===== config.mk =====
export PLATFORM = sky130hd
export DESIGN_NAME = hpif_top
export DESIGN_NICKNAME = d
export VERILOG_FILES = /design/src/logic/hpif_pkg.sv /design/src/logic/hpif_sync_if.sv /design/src/logic/hpif_top.sv /design/src/logic/hpif_sync.sv
export SDC_FILE = /design/constraint.sdc
export NUM_CORES = 1
export LEC_CHECK = 0
export BUFFER_PORTS_ARGS = -buffer_cell sky130_fd_sc_hd__buf_2
export CAP_MARGIN = 20
export CORE_MARGIN = 8
export CORE_UTILIZATION = 39
export CTS_BUF_LIST = sky130_fd_sc_hd__clkbuf_16
export CTS_CLUSTER_SIZE = 28
export DETAILED_ROUTE_END_ITERATION = 16
export PLACE_DENSITY = 0.76
export SETUP_SLACK_MARGIN = 0.02
export SLEW_MARGIN = 20
export SYNTH_ARGS = -nofsm -noshare
export SYNTH_HDL_FRONTEND = slang
export SYNTH_HIERARCHICAL = 1
export SYNTH_SLANG_ARGS = --single-unit

===== constraint.sdc =====
create_clock -name clk_sys -period 0.8 [get_ports clk_sys]
set_clock_uncertainty 0.15 [all_clocks]
set_input_delay 0.08 -clock clk_sys [delete_from_list [all_inputs] [get_ports clk_sys]]
set_output_delay 0.08 -clock clk_sys [all_outputs]
set_load 0.01 [all_outputs]

===== src/logic/hpif_pkg.sv =====
package hpif_pkg;
   // ==========================================
   // Configuration mask layout
   localparam int HPIF_NUM_PINS = 3;        // Interrupt inputs
   localparam int HPIF_EN_LSB = 0;          // Enable bits 0..2
   localparam int HPIF_EDGE_LSB = 4;        // Edge select bits 4..6
   localparam logic [7:0] HPIF_MASK_RST = 8'h00; // All pins off at reset
   localparam logic [2:0] HPIF_FLAG_RST = 3'h0;  // Flags clear at reset
   // Edge polarity encoding
   localparam logic HPIF_EDGE_RISE = 1'b1;  // One selects rising
   localparam logic HPIF_EDGE_FALL = 1'b0;  // Zero selects falling
   // Synchroniser depth
   localparam int HPIF_SYNC_STAGES = 2;
endpackage : hpif_pkg


===== src/logic/hpif_sync_if.sv =====
// Carries synchronised pin levels between the modules
interface hpif_sync_if;
   logic [2:0] pin_level; // Synchronised pin levels
   modport src (output pin_level);
   modport dst (input pin_level);
endinterface : hpif_sync_if


===== src/logic/hpif_top.sv =====
// Overview of operation
// - Mask bits 0-2 enable each input
// - Mask bits 4-6 pick rising or falling
// - Enabled inputs watched every clock continuously
// - Detected edge updates flags next cycle
// - Trigger sets own flag and summary
// - Enable mask alone raises no interrupt
// - Flag selection mask raises program interrupt
// - Enabled trigger wakes from sleep/doze
module hpif_top
   import hpif_pkg::*;
(
   // Clock and reset
   input wire logic clk_sys,
   input wire logic resetn,
   // Interrupt pins
   input wire logic ext_irq_in_0,
   input wire logic ext_irq_in_1,
   input wire logic ext_irq_in_2,
   // Configuration
   input wire logic [7:0] cfg_mask,
   input wire logic [3:0] flag_sel,
   // Software flag clears, one per flag, bit 3 summary
   input wire logic [3:0] flag_clr,
   // Status
   output logic [2:0] pin_flag,
   output logic summary_flag,
   output logic prog_irq,
   output logic wake_req
);
   import hpif_pkg::*;

   // ==========================================
   // Reset release
   logic [1:0] rst_sync_q;
   logic rst_n;

   // Async assert, sync release
   always_ff @(posedge clk_sys or negedge resetn)
   begin
      if (!resetn)
      begin
         rst_sync_q <= 2'h0;
      end
      else
      begin
         rst_sync_q <= {rst_sync_q[0], 1'b1};
      end
   end
   assign rst_n = rst_sync_q[1];

   // ==========================================
   // Pin synchroniser
   hpif_sync_if sync_bus ();

   // Two stages ahead of edge compare
   hpif_sync u_sync (
      .clk_sys(clk_sys),
      .rst_n(rst_n),
      .pin_raw({ext_irq_in_2, ext_irq_in_1, ext_irq_in_0}),
      .sync(sync_bus)
   );

   // ==========================================
   // State
   typedef struct packed
   {
      logic [2:0] prev;     // Last synchronised level
      logic [2:0] flags;    // Per-pin flags
      logic summary;        // Shared flag
      logic irq;            // Program interrupt
      logic wake;           // Wake pulse
   } hpif_state_t;

   hpif_state_t state_q;
   hpif_state_t state_d;
   logic [2:0] trig;

   // Logic is sized for exactly three pins and two sync stages
   if (HPIF_NUM_PINS != 3 || HPIF_SYNC_STAGES != 2)
   begin : g_size_chk
      $error("unsupported pin count or sync depth");
   end

   // Edge match for one pin
   function automatic logic hpif_edge(input logic cur, input logic old, input logic rise);
      hpif_edge = (rise == HPIF_EDGE_RISE) ? (cur & ~old) : (~cur & old);
   endfunction : hpif_edge

   // Per-pin trigger detection
   generate
      for (genvar i = 0; i < HPIF_NUM_PINS; i++)
      begin : g_trig
         // Watched every clock, gated by enable
         assign trig[i] = cfg_mask[HPIF_EN_LSB + i]
            & hpif_edge(sync_bus.pin_level[i], state_q.prev[i],
                        cfg_mask[HPIF_EDGE_LSB + i]);
      end
   endgenerate

   // Next state
   always_comb
   begin
      state_d = state_q;
      state_d.prev = sync_bus.pin_level;
      // Clear only on software request; set wins
      state_d.flags = (state_q.flags & ~flag_clr[2:0]) | trig;
      state_d.summary = (state_q.summary & ~flag_clr[3]) | (|trig);
      // Interrupt only from selected flags, not the enable
      state_d.irq = |({state_d.summary, state_d.flags} & flag_sel);
      // Any enabled trigger wakes the core
      state_d.wake = |trig;
   end

   // Register the state; no filtering of bounce
   always_ff @(posedge clk_sys or negedge rst_n)
   begin
      if (!rst_n)
      begin
         state_q <= '0;
         state_q.flags <= HPIF_FLAG_RST;
      end
      else
      begin
         state_q <= state_d;
      end
   end

   assign pin_flag = state_q.flags;
   assign summary_flag = state_q.summary;
   assign prog_irq = state_q.irq;
   assign wake_req = state_q.wake;
endmodule : hpif_top


===== src/logic/hpif_sync.sv =====
// ==========================================
// Two-stage pin synchroniser
module hpif_sync
   import hpif_pkg::*;
(
   // Clock and reset
   input wire logic clk_sys,
   input wire logic rst_n,
   // Raw pins
   input wire logic [2:0] pin_raw,
   // Synchronised levels
   hpif_sync_if.src sync
);
   // State record: first and second stage
   typedef struct packed
   {
      logic [2:0] meta;
      logic [2:0] stable;
   } hpif_sync_state_t;

   hpif_sync_state_t state_q;
   hpif_sync_state_t state_d;

   // Next state: first stage read only by second
   always_comb
   begin
      state_d = state_q;
      state_d.meta = pin_raw;
      state_d.stable = state_q.meta;
   end

   // Register the state
   always_ff @(posedge clk_sys or negedge rst_n)
   begin
      if (!rst_n)
      begin
         state_q <= '0;
      end
      else
      begin
         state_q <= state_d;
      end
   end

   assign sync.pin_level = state_q.stable;
endmodule : hpif_sync


# Yosys cells after proc, flatten, opt, wreduce, memory -nomap -nowiden
# Cells that the tools add are included.
[classes]
muxes = 3
bitwise = 22
n_reduce_logical = 2
[ops]
columns = ["cell", "count"]
rows = [
  ["$and A1 B1 Y1", 10],
  ["$not A1 Y1", 7],
  ["$and A4 B4 Y4", 1],
  ["$reduce_or A4 Y1", 1],
  ["$and A3 B3 Y3", 1],
  ["$mux W1", 3],
  ["$not A3 Y3", 1],
  ["$or A3 B3 Y3", 1],
  ["$reduce_or A3 Y1", 1],
  ["$or A1 B1 Y1", 1],
]
[word_totals]
register_bits = 17
out_inout_bits = 6

# Depth between registers and ports, before layout
# Gate-level depths: netlist of the first run.
[logic_depth]
ltp_word = 8
ltp_mapped = 4
ltp_nobuf = 4

# Hierarchy
# The synthesis of the first run kept the hierarchy.
[modules_own_cells]
columns = ["mod", "instances", "cells_per_inst", "area_per_inst_um2", "seq_area_each_um2"]
rows = [
  ["hpif_top", 1, 38, 465.4, 275.3],
  ["hpif_sync", 1, 6, 150.1, 150.1],
]

# Worst setup path before layout of the first run
# No wires, ideal clock.
[synth_path]
kind = "register to register"
startpoint = "register state_q[8] (netlist bit)"
endpoint = "register state_q, in the netlist summary_flag"
arrival_time_ns = 1.150
required_ns = 0.526
slack_ns = -0.624
stages_incl_launch_ff = 5
n_path_buf = 0
synth_period_minus_slack_ns = 1.424
cell_sequence = "dfrtp_1 > or3b_1 > a21boi_2 > or3_4 > or2_1"
[synth_rtl]
columns = ["item", "line", "rtl"]
rows = [
  ["start: declaration", "hpif_top.sv:75", "hpif_state_t state_q;"],
  ["start signal: assignment", "hpif_top.sv:125", "state_q <= state_d;"],
]

==> flow_metrics.py, run 1 <==
metrics = {
    "global_route": {
        "grt_antenna_before_repair": 0,
        "grt_pass1_wl_mm": 1.966,
        "grt-ovfl-total": 0,
        "grt_max_degree": 10,
        "grt_pass1_vias": 504,
        "track_usage": 0.08136,
    },
    "worst_setup_path": {
        "crit_fanout": 3,
        "setup.worst_path.end": "summary_flag",
        "slowest_stage": "dfrtp_1",
        "crit_chain": "nand4b_1, nand2_1, or3_4, or2_1",
        "cp-start-kind": "register",
        "reg2reg_slack_ps": -640,
        "r2r_start": "u_sync/sync.pin_level[0]",
        "crit_type": "reg2reg",
        "critPathRequiredTime_ps": 780,
        "reg2reg_depth": 4,
        "crit_path_end_kind": "register",
        "startpoint": "u_sync/sync.pin_level[0]",
        "r2r-end": "summary_flag",
        "max_stage_delay_ps": 380,
        "crit_arrival_ps": 1420,
    },
    "power": {
        "ir_drop_v": 0.001632,
        "netSwitchingPower_mw": 0.4195,
        "power.density_mw_per_mm2": 2393,
        "total_power_mw": 2.129,
        "seqPwrFrac": 0.445,
        "clock_power_share": 0.453,
        "p_int_mw": 1.709,
        "sw_frac_of_total": 0.1971,
        "p_comb_frac": 0.102,
        "power_leakage_nw": 0.4509,
    },
    "cts": {
        "cts_tree": "done",
        "clock-sinks": 17,
        "cts_hold_buf": 4,
        "cts_buffer_depth": 2,
        "root_buffer": "clkbuf_16",
        "cts_inserted_buffers": 3,
        "cts_htree_levels": 1,
        "cts.clk_slew.worst_paths_ps": 50,
        "worstSkewPairLatency_ps": 250,
    },
    "yosys": {
        "avgSynthCellArea_um2": 13.99,
        "yosys.area.top_type_share": 0.6911,
        "async_reset_ff_frac": 1.000,
        "yosys-top-cells-count": "dfrtp_1, buf_4, nand2_1, nor2b_1, or2_1",
        "yosysWarningCount": 6,
        "ys_types": 17,
        "synth_most_common_cell": "dfrtp_1",
        "synth_edf_count": 0,
        "synth_seq_cells": 17,
        "yosys.area.top_type": "dfrtp_1",
        "syn_nets": 65,
        "syn_inst": 44,
        "yosys-top-cells-area": "dfrtp_1, buf_4, nand4bb_1",
        "syn_area_um2": 615.6,
        "ys.flop_type": "dfrtp_1",
        "ys_seq_area_frac": 0.6911,
    },
    "layout": {
        "stdcell_count": 93,
        "nFillCells": 133,
        "multi_input_area_um2": 175.2,
        "drive_above_1_share": 0.4545,
        "nets": 99,
        "fin_area_um2": 889.6,
        "ff_latch_area_um2": 425.4,
        "syn2layout_area_growth_pct": 44.51,
        "fin_util": 0.5975,
        "diodes": 0,
    },
    "placed_design": {
        "dp_hpwl_um": 932.4,
        "placed_cell_area_um2": 748.2,
        "portBuffers": 24,
        "pre_cts_ws_ps": -655.3,
        "placed_cells": 83,
        "globalplace.congestion": 0.6295,
    },
    "die": {
        "std_cell_rows": 14,
        "dieArea_mm2": 0.003106,
        "die_x_um": 55.73,
        "design.core.area_mm2": 0.001489,
        "die_h_um": 55.73,
        "start_util": 0.4134,
        "io_pins": 27,
    },
    "route": {
        "drt-total-wl_mm": 1.197,
        "num_vias": 445,
        "vias_per_cell": 4.785,
        "drt-initial-drc-count": 1,
        "wl_per_cell_um": 12.87,
        "met2_length_um": 588,
        "drc": 0,
        "drt-met1-wl_um": 434,
        "routed-wl-met3_um": 144,
        "routed.top_layer": "met4",
        "drtAntennaViolNets": 0,
        "firstDrtPassIters": 3,
    },
    "hold_path": {
        "hold_path_class": "in2reg",
    },
    "timing": {
        "finalSetupViolCount": 12,
        "period_needed_ps": 1439,
        "fin_crit_sh": 1.798,
        "max_freq_mhz": 695.1,
        "rsz0062_at_grt": "true",
        "finalSetupTns_ps": -3718,
        "hold_viol_final": 4,
        "whs_ps": -83.92,
        "drv_slew": 0,
        "fin_ws_ps": -638.6,
    },
    "status": {
        "status": "complete, but fails checks",
        "failed_checks": "negative hold slack, negative setup slack",
    },
    "flow_run": {
        "cap_violations": 0,
    },
}
[placed cells by master, fill, tap and decap left out, drive strengths merged]
cell type and instances:
buf 28, or3 1, a21boi 1, nand3b 1, or3b 1, dlygate4sd3 4, nand3 1, nand2 3
nand2b 1, inv 1, or2 3, conb 1, dfrtp 17, o41ai 1, o21ai 2, nand4bb 2
clkbuf 3, nor2b 3, nand4 1, nand4b 2
[area by class of cell]
cell class,count,share of cell area
timing repair buffer,32,0.2138
sequential,17,0.4782
tap,16,0.02250
clock inverter,1,0.004219
clock buffer,3,0.08439
multi-input combinational,24,0.1969
[cells by family (layout without fill, tap and decap cells)]
group / Yosys count / after routing / synth area share
AO/OA/AOI/OAI: 4 / 4 / 0.04878
buffers and inverters: 3 / 36 / 0.03658
AND/OR/NAND/NOR: 19 / 19 / 0.2175
other: 1 / 1 / 0.006092
flip-flops: 17 / 17 / 0.6911
[timing repair]
item,in CTS,in global routing
hold endpoints to repair,7,1
pin swaps,4,5
endpoints found under the setup margin,12,12
setup buffers,3,2
gates resized for setup,0,2
[sequential cells by signal (all words and copies together), names as in the netlist]
| register | count |
|---|---|
| prog_irq | 1 |
| u_sync/sync.pin_level | 3 |
| u_sync/state_d | 3 |
| pin_flag | 3 |
| rst_sync_q | 2 |
| summary_flag | 1 |
| state_q | 3 |
| wake_req | 1 |
[critical path, delay by kind of cell, from the launching register on]
family	cells	cell delay [ps]
flops	1	380
simple gates	4	800
[power groups by stage]
stage	sequential [mW]	clock, mW	combinational, mW
after global routing	0.953	1.04	0.240
after global placement	0.959	0	0.194
final	0.948	0.964	0.217
after floorplan	0.981	0	0.0923
after detailed placement	0.963	0	0.200
after CTS	0.949	1.00	0.220
[layer usage]
layer | GRT usage | up-vias
met3 | 0.06393 | 3
met1 | 0.06409 | 210
met4 | 0.05282 | 0
met2 | 0.1346 | 19
li1 | - | 213
met5 | 0 | -
[worst min path at each step]
stage	startpoint	to	slack, ps	cells past startpoint
after floorplan	resetn	rst_sync_q[0]	-370	0
after global placement	resetn	rst_sync_q[0]	-280	1
after detailed placement	resetn	rst_sync_q[0]	-280	1
after CTS	flag_sel[0]	prog_irq	-80	3
after global routing	flag_sel[0]	prog_irq	-60	3
final	flag_sel[0]	prog_irq	-80	3
No activity file was read; power rests on OpenSTA's default activity.
==> inputs of run 2 (changes only) <==
--- a/config.mk
+++ b/config.mk
@@ -5,10 +5,11 @@
 export SDC_FILE = /design/constraint.sdc
 export NUM_CORES = 1
 export LEC_CHECK = 0
+export ABC_AREA = 1
 export BUFFER_PORTS_ARGS = -buffer_cell sky130_fd_sc_hd__buf_2
 export CAP_MARGIN = 20
 export CORE_MARGIN = 8
-export CORE_UTILIZATION = 39
+export CORE_UTILIZATION = 40
 export CTS_BUF_LIST = sky130_fd_sc_hd__clkbuf_16
 export CTS_CLUSTER_SIZE = 28
 export DETAILED_ROUTE_END_ITERATION = 16
==> run 2 against run 1 <==
Effect of this change: the run still ends with negative hold slack, negative setup slack left; clock-buffer cell count unchanged; first-iteration DRC count rose to 4.0 times the previous value; sequential power about the same; non-clock buffer count up 1; clock power about the same; wire length up 5.7%; final area up 6.0%; global-route usage up 0.87 points.
==> flow_metrics.py, run 2 <==
metrics = {
    "cts": {
        "cts_buffer_depth": 2,
        "worstSkewPairLatency_ps": 240,
        "cts.clk_slew.worst_paths_ps": 50,
        "clock-sinks": 17,
        "cts_inserted_buffers": 3,
        "cts_htree_levels": 1,
        "root_buffer": "clkbuf_16",
        "cts_tree": "done",
        "cts_hold_buf": 4,
    },
    "route": {
        "vias_per_cell": 4.357,
        "routed.top_layer": "met3",
        "drt-total-wl_mm": 1.265,
        "firstDrtPassIters": 4,
        "drtAntennaViolNets": 0,
        "wl_per_cell_um": 11.29,
        "met2_length_um": 625,
        "num_vias": 488,
        "drc": 0,
        "drt-initial-drc-count": 4,
        "routed-wl-met3_um": 120,
        "drt-met1-wl_um": 519,
    },
    "yosys": {
        "ys.flop_type": "dfrtp_1",
        "yosys-top-cells-area": "dfrtp_1, nand2_1, inv_1",
        "yosysWarningCount": 6,
        "yosys.area.top_type_share": 0.6615,
        "yosys-top-cells-count": "nand2_1, dfrtp_1, inv_1",
        "syn_inst": 62,
        "async_reset_ff_frac": 1.000,
        "syn_nets": 83,
        "ys_seq_area_frac": 0.6615,
        "syn_area_um2": 643.1,
        "synth_seq_cells": 17,
        "synth_edf_count": 0,
        "synth_most_common_cell": "nand2_1",
        "yosys.area.top_type": "dfrtp_1",
        "avgSynthCellArea_um2": 10.37,
        "ys_types": 12,
    },
    "power": {
        "seqPwrFrac": 0.435,
        "netSwitchingPower_mw": 0.4627,
        "power_leakage_nw": 0.5295,
        "power.density_mw_per_mm2": 2316,
        "sw_frac_of_total": 0.2117,
        "p_int_mw": 1.722,
        "ir_drop_v": 0.002467,
        "p_comb_frac": 0.125,
        "total_power_mw": 2.185,
        "clock_power_share": 0.441,
    },
    "layout": {
        "syn2layout_area_growth_pct": 46.69,
        "drive_above_1_share": 0.4375,
        "mostFrequentLayoutCells": "buf_2, dfrtp_1, nand2_1",
        "nets": 118,
        "stdcell_count": 112,
        "fin_area_um2": 943.4,
        "fin_util": 0.6262,
        "diodes": 0,
        "layout_commonest_cell": "buf_2",
    },
    "worst_setup_path": {
        "crit_chain": "nand2_1, nand2_1, nand3_2, nand2_2, nand2_1, nand2_2, nor2_2, nand2_1",
        "r2r_start": "state_q[7]",
        "max_stage_delay_ps": 380,
        "crit_top_cell": "nand2_1",
        "slowest_stage": "dfrtp_1",
        "crit_fanout": 3,
        "crit_type": "reg2reg",
        "crit_path_end_kind": "register",
        "startpoint": "state_q[7]",
        "crit_arrival_ps": 1190,
        "critPathRequiredTime_ps": 790,
        "cp-start-kind": "register",
        "reg2reg_slack_ps": -410,
    },
    "hold_path": {
        "hp-start": "flag_sel[3]",
        "hold_path_class": "in2reg",
    },
    "global_route": {
        "grt-ovfl-total": 0,
        "grt_pass1_wl_mm": 2.283,
        "track_usage": 0.09003,
        "grt_pass1_vias": 555,
        "grt_antenna_before_repair": 0,
        "grt_max_degree": 10,
    },
    "die": {
        "std_cell_rows": 14,
        "die_h_um": 56.10,
        "dieArea_mm2": 0.003147,
        "design.core.area_mm2": 0.001506,
        "start_util": 0.4269,
        "die_x_um": 56.10,
        "io_pins": 27,
    },
    "status": {
        "failed_checks": "negative hold slack, negative setup slack",
        "status": "complete, but fails checks",
    },
    "placed_design": {
        "placed_cells": 102,
        "placed_cell_area_um2": 783.3,
        "portBuffers": 24,
        "globalplace.congestion": 0.7410,
        "dp_hpwl_um": 985.4,
    },
    "timing": {
        "fin_ws_ps": -405.0,
        "hold_viol_final": 6,
        "max_freq_mhz": 829.9,
        "fin_crit_sh": 1.506,
        "rsz0062_at_grt": "true",
        "finalSetupViolCount": 12,
        "drv_slew": 0,
        "period_needed_ps": 1205,
        "whs_ps": -110.4,
    },
    "flow_run": {
        "cap_violations": 0,
    },
}
-- run 2: what timing repair did --
| item | 4_1_cts | 5_1_grt |
|---|---|---|
| gates resized for setup | 0 | 7 |
| endpoints found under the setup margin | 12 | 13 |
| pin swaps | 0 | 6 |
| setup buffers | 2 | 1 |
| hold endpoints to repair | 9 | 6 |
-- run 2: critical path: cells and delay by family, from the launching register on --
family / cells / cell delay, ps
AND/OR/NAND/NOR: 8 / 560
flip-flops: 1 / 380
-- run 2: layout make-up --
| class | instances | area [um^2] |
|---|---|---|
| clock buffers | 3 | 75.07 |
| multi-input cells | 31 | 176.4 |
| fillers | 121 | 563.0 |
| flip-flops and latches | 17 | 425.4 |
| repair buffers | 33 | 201.4 |
| clock inverters | 1 | 3.754 |
| inverters | 11 | 41.29 |
| well taps | 16 | 20.02 |
-- run 2: cell families (layout without fill, tap and decap cells) --
family | Yosys count | after routing | share of synthesized area
buffers and inverters | 14 | 48 | 0.09922
AO/OA/AOI/OAI | 2 | 2 | 0.02336
other | 1 | 1 | 0.005831
flip-flops | 17 | 17 | 0.6615
AND/OR/NAND/NOR | 28 | 28 | 0.2101
-- run 2: per-stage QoR --
stage / setup WS, ps / setup TNS (ps)
3_3_place_gp: -324.1 / -1072
2_1_floorplan: -273.3 / -846.3
3_5_place_dp: -370.0 / -1236
6_report: -405.0 / -2399
4_1_cts: -383.8 / -2466
5_1_grt: -497.9 / -2992
-- run 2: final timing paths --
| path | depth (start not counted) | end |
|---|---|---|
| max | 8 | prog_irq |
| min | 3 | prog_irq |
| max reg2reg | 8 | prog_irq |
| min reg2reg | 1 | state_q[7] |
| max in group asynchronous | 1 | u_sync/sync.pin_level[0] |
| min in group asynchronous | 2 | rst_sync_q[1] |
-- run 2: power by group through the flow --
stage	logic, mW	clock network [mW]	registers (mW)
after CTS	0.254	0.983	0.951
after global placement	0.220	0	0.961
after floorplan	0.112	0	0.982
after detailed placement	0.227	0	0.965
after global routing	0.304	1.03	0.957
final	0.272	0.963	0.950
-- run 2: metal layers --
metal,up-vias,global-route usage
met5,-,0
met4,0,0.03093
met3,0,0.06393
met2,18,0.1490
met1,221,0.08533
li1,249,-
==> inputs of run 3 (changes only) <==
--- a/config.mk
+++ b/config.mk
@@ -14,6 +14,7 @@
 export CTS_CLUSTER_SIZE = 28
 export DETAILED_ROUTE_END_ITERATION = 16
 export PLACE_DENSITY = 0.76
+export REMOVE_ABC_BUFFERS = 1
 export SETUP_SLACK_MARGIN = 0.02
 export SLEW_MARGIN = 20
 export SYNTH_ARGS = -nofsm -noshare
==> run 3 against run 2 <==
Effect of this change: the flow still finishes with violations (negative hold slack, negative setup slack); via count is 2.3% higher; wire length up 12%; clock-buffer cell count is the same; non-clock buffer count grew 2; final cell count increased by 1.8%; worst hold slack better by 5.6 ps; utilization increased by 2.9 points; maximum frequency down 3.4%; setup slack got worse by 42 ps; flip-flop and latch count stayed put; largest cell class unchanged; largest power group is now registers; highest routed layer unchanged.
==> flow_metrics.py, run 3 (same netlist as run 2, synthesis figures left out) <==
metrics = {
    "timing": {
        "fin_ws_ps": -447.1,
        "finalSetupViolCount": 12,
        "period_needed_ps": 1247,
        "whs_ps": -104.7,
        "max_freq_mhz": 801.9,
        "rsz0062_at_grt": "true",
        "drv_slew": 0,
        "fin_crit_sh": 1.559,
        "hold_viol_final": 7,
    },
    "hold_path": {
        "hold_end": "prog_irq",
        "hold_depth": 3,
        "hp-start": "flag_sel[3]",
        "hold_path_class": "in2reg",
    },
    "layout": {
        "layout_commonest_cell": "buf_2",
        "nFillCells": 121,
        "diodes": 0,
        "syn2layout_area_growth_pct": 53.50,
        "fin_area_um2": 987.2,
        "mostFrequentLayoutCells": "buf_2, dfrtp_1, nand2_1",
        "drive_above_1_share": 0.4694,
        "nets": 120,
        "stdcell_count": 114,
    },
    "route": {
        "drc": 0,
        "vias_per_cell": 4.377,
        "firstDrtPassIters": 3,
        "drt-initial-drc-count": 1,
        "num_vias": 499,
        "wl_per_cell_um": 12.46,
        "drt-total-wl_mm": 1.420,
        "drtAntennaViolNets": 0,
    },
    "worst_setup_path": {
        "path_delay_family": "flip-flops",
        "reg2reg_depth": 5,
        "crit_fanout": 4,
        "max_stage_delay_ps": 410,
        "crit_arrival_ps": 1230,
        "crit_type": "reg2reg",
        "path_buf_inv": 0,
        "r2r-end": "prog_irq",
        "critPathRequiredTime_ps": 780,
        "reg2reg_slack_ps": -450,
        "slowest_stage": "dfrtp_1",
        "r2r_start": "u_sync/sync.pin_level[2]",
        "crit_top_cell": "nand2_1",
        "crit_chain": "o21bai_4, nand3_4, nand4_1, nand2_1, nand2_1",
        "crit_path_end_kind": "register",
        "cp-start-kind": "register",
    },
    "cts": {
        "worstSkewPairLatency_ps": 240,
        "cts_inserted_buffers": 3,
        "cts_hold_buf": 4,
        "root_buffer": "clkbuf_16",
        "cts.clk_slew.worst_paths_ps": 50,
        "clock-sinks": 17,
        "cts_htree_levels": 1,
        "cts_buffer_depth": 2,
        "cts_tree": "done",
    },
    "global_route": {
        "grt_antenna_before_repair": 0,
        "grt-ovfl-total": 0,
        "grt_pass1_wl_mm": 2.035,
        "grt_max_degree": 12,
        "track_usage": 0.08007,
        "grt_pass1_vias": 508,
    },
    "die": {
        "dieArea_mm2": 0.003147,
        "std_cell_rows": 14,
        "io_pins": 27,
        "design.core.area_mm2": 0.001506,
        "die_x_um": 56.10,
        "die_h_um": 56.10,
        "start_util": 0.4269,
    },
    "placed_design": {
        "portBuffers": 24,
        "placed_cells": 102,
        "placed_cell_area_um2": 795.8,
        "globalplace.congestion": 0.6341,
        "dp_hpwl_um": 999.7,
    },
    "power": {
        "power.density_mw_per_mm2": 2238,
        "power_leakage_nw": 0.5463,
        "total_power_mw": 2.209,
        "ir_drop_v": 0.001312,
    },
    "status": {
        "status": "complete, but fails checks",
        "failed_checks": "negative hold slack, negative setup slack",
    },
    "flow_run": {
        "cap_violations": 0,
    },
}
## run 3: worst min-delay path, stage by stage
cell and delay (ps):
buf_2 80, nand2_1 40, nand2_1 50
## run 3: what timing repair did
| item | CTS | global route |
|---|---|---|
| buffers inserted | 3 | 1 |
| resized for setup | 3 | 7 |
| hold endpoints to repair | 12 | 7 |
| pin swaps | 1 | 7 |
| endpoints found under the setup margin | 12 | 13 |
## run 3: how the worst max path moves through the flow
stage	startpoint	to	slack [ps]	cells after the start
global route	u_sync/sync.pin_level[2]	prog_irq	-500	5
global placement	u_sync/sync.pin_level[0]	prog_irq	-340	8
detailed placement	u_sync/sync.pin_level[2]	prog_irq	-370	5
CTS	state_q[6]	prog_irq	-380	8
finish	u_sync/sync.pin_level[2]	prog_irq	-450	5
floorplan	u_sync/sync.pin_level[1]	prog_irq	-280	8
## run 3: final cells by class
type | instances | area (um^2) | share of cell area
sequential | 17 | 425.4 | 0.4309
timing repair buffer | 35 | 239.0 | 0.2421
multi-input combinational | 31 | 182.7 | 0.1850
clock buffer | 3 | 75.07 | 0.07605
inverter | 11 | 41.29 | 0.04183
tap | 16 | 20.02 | 0.02028
clock inverter | 1 | 3.754 | 0.003802
## run 3: report_power, final
part           leakage [nW]  switching, mW  internal (mW)
Combinational         0.305          0.143          0.161
Clock                0.0423          0.284          0.660
Sequential            0.199         0.0342          0.926
## run 3: layer usage
metal  track usage  share of wire  vias up
li1              -              -      255
met4       0.04124              0        0
met2        0.1204           0.45       19
met1       0.08587           0.47      225
met5             0              0        -
met3       0.04795          0.078        0
## run 3: per-stage QoR
| step | utilization | setup TNS (ps) | setup WS (ps) |
|---|---|---|---|
| 6_report | 0.6553 | -3099 | -447.1 |
| 5_1_grt | 0.6553 | -3465 | -497.8 |
| 4_1_cts | 0.6312 | -2795 | -380.5 |
| 3_5_place_dp | 0.5282 | -1449 | -366.7 |
| 3_3_place_gp | 0.5282 | -1248 | -341.4 |
| 2_1_floorplan | - | -852.7 | -279.6 |
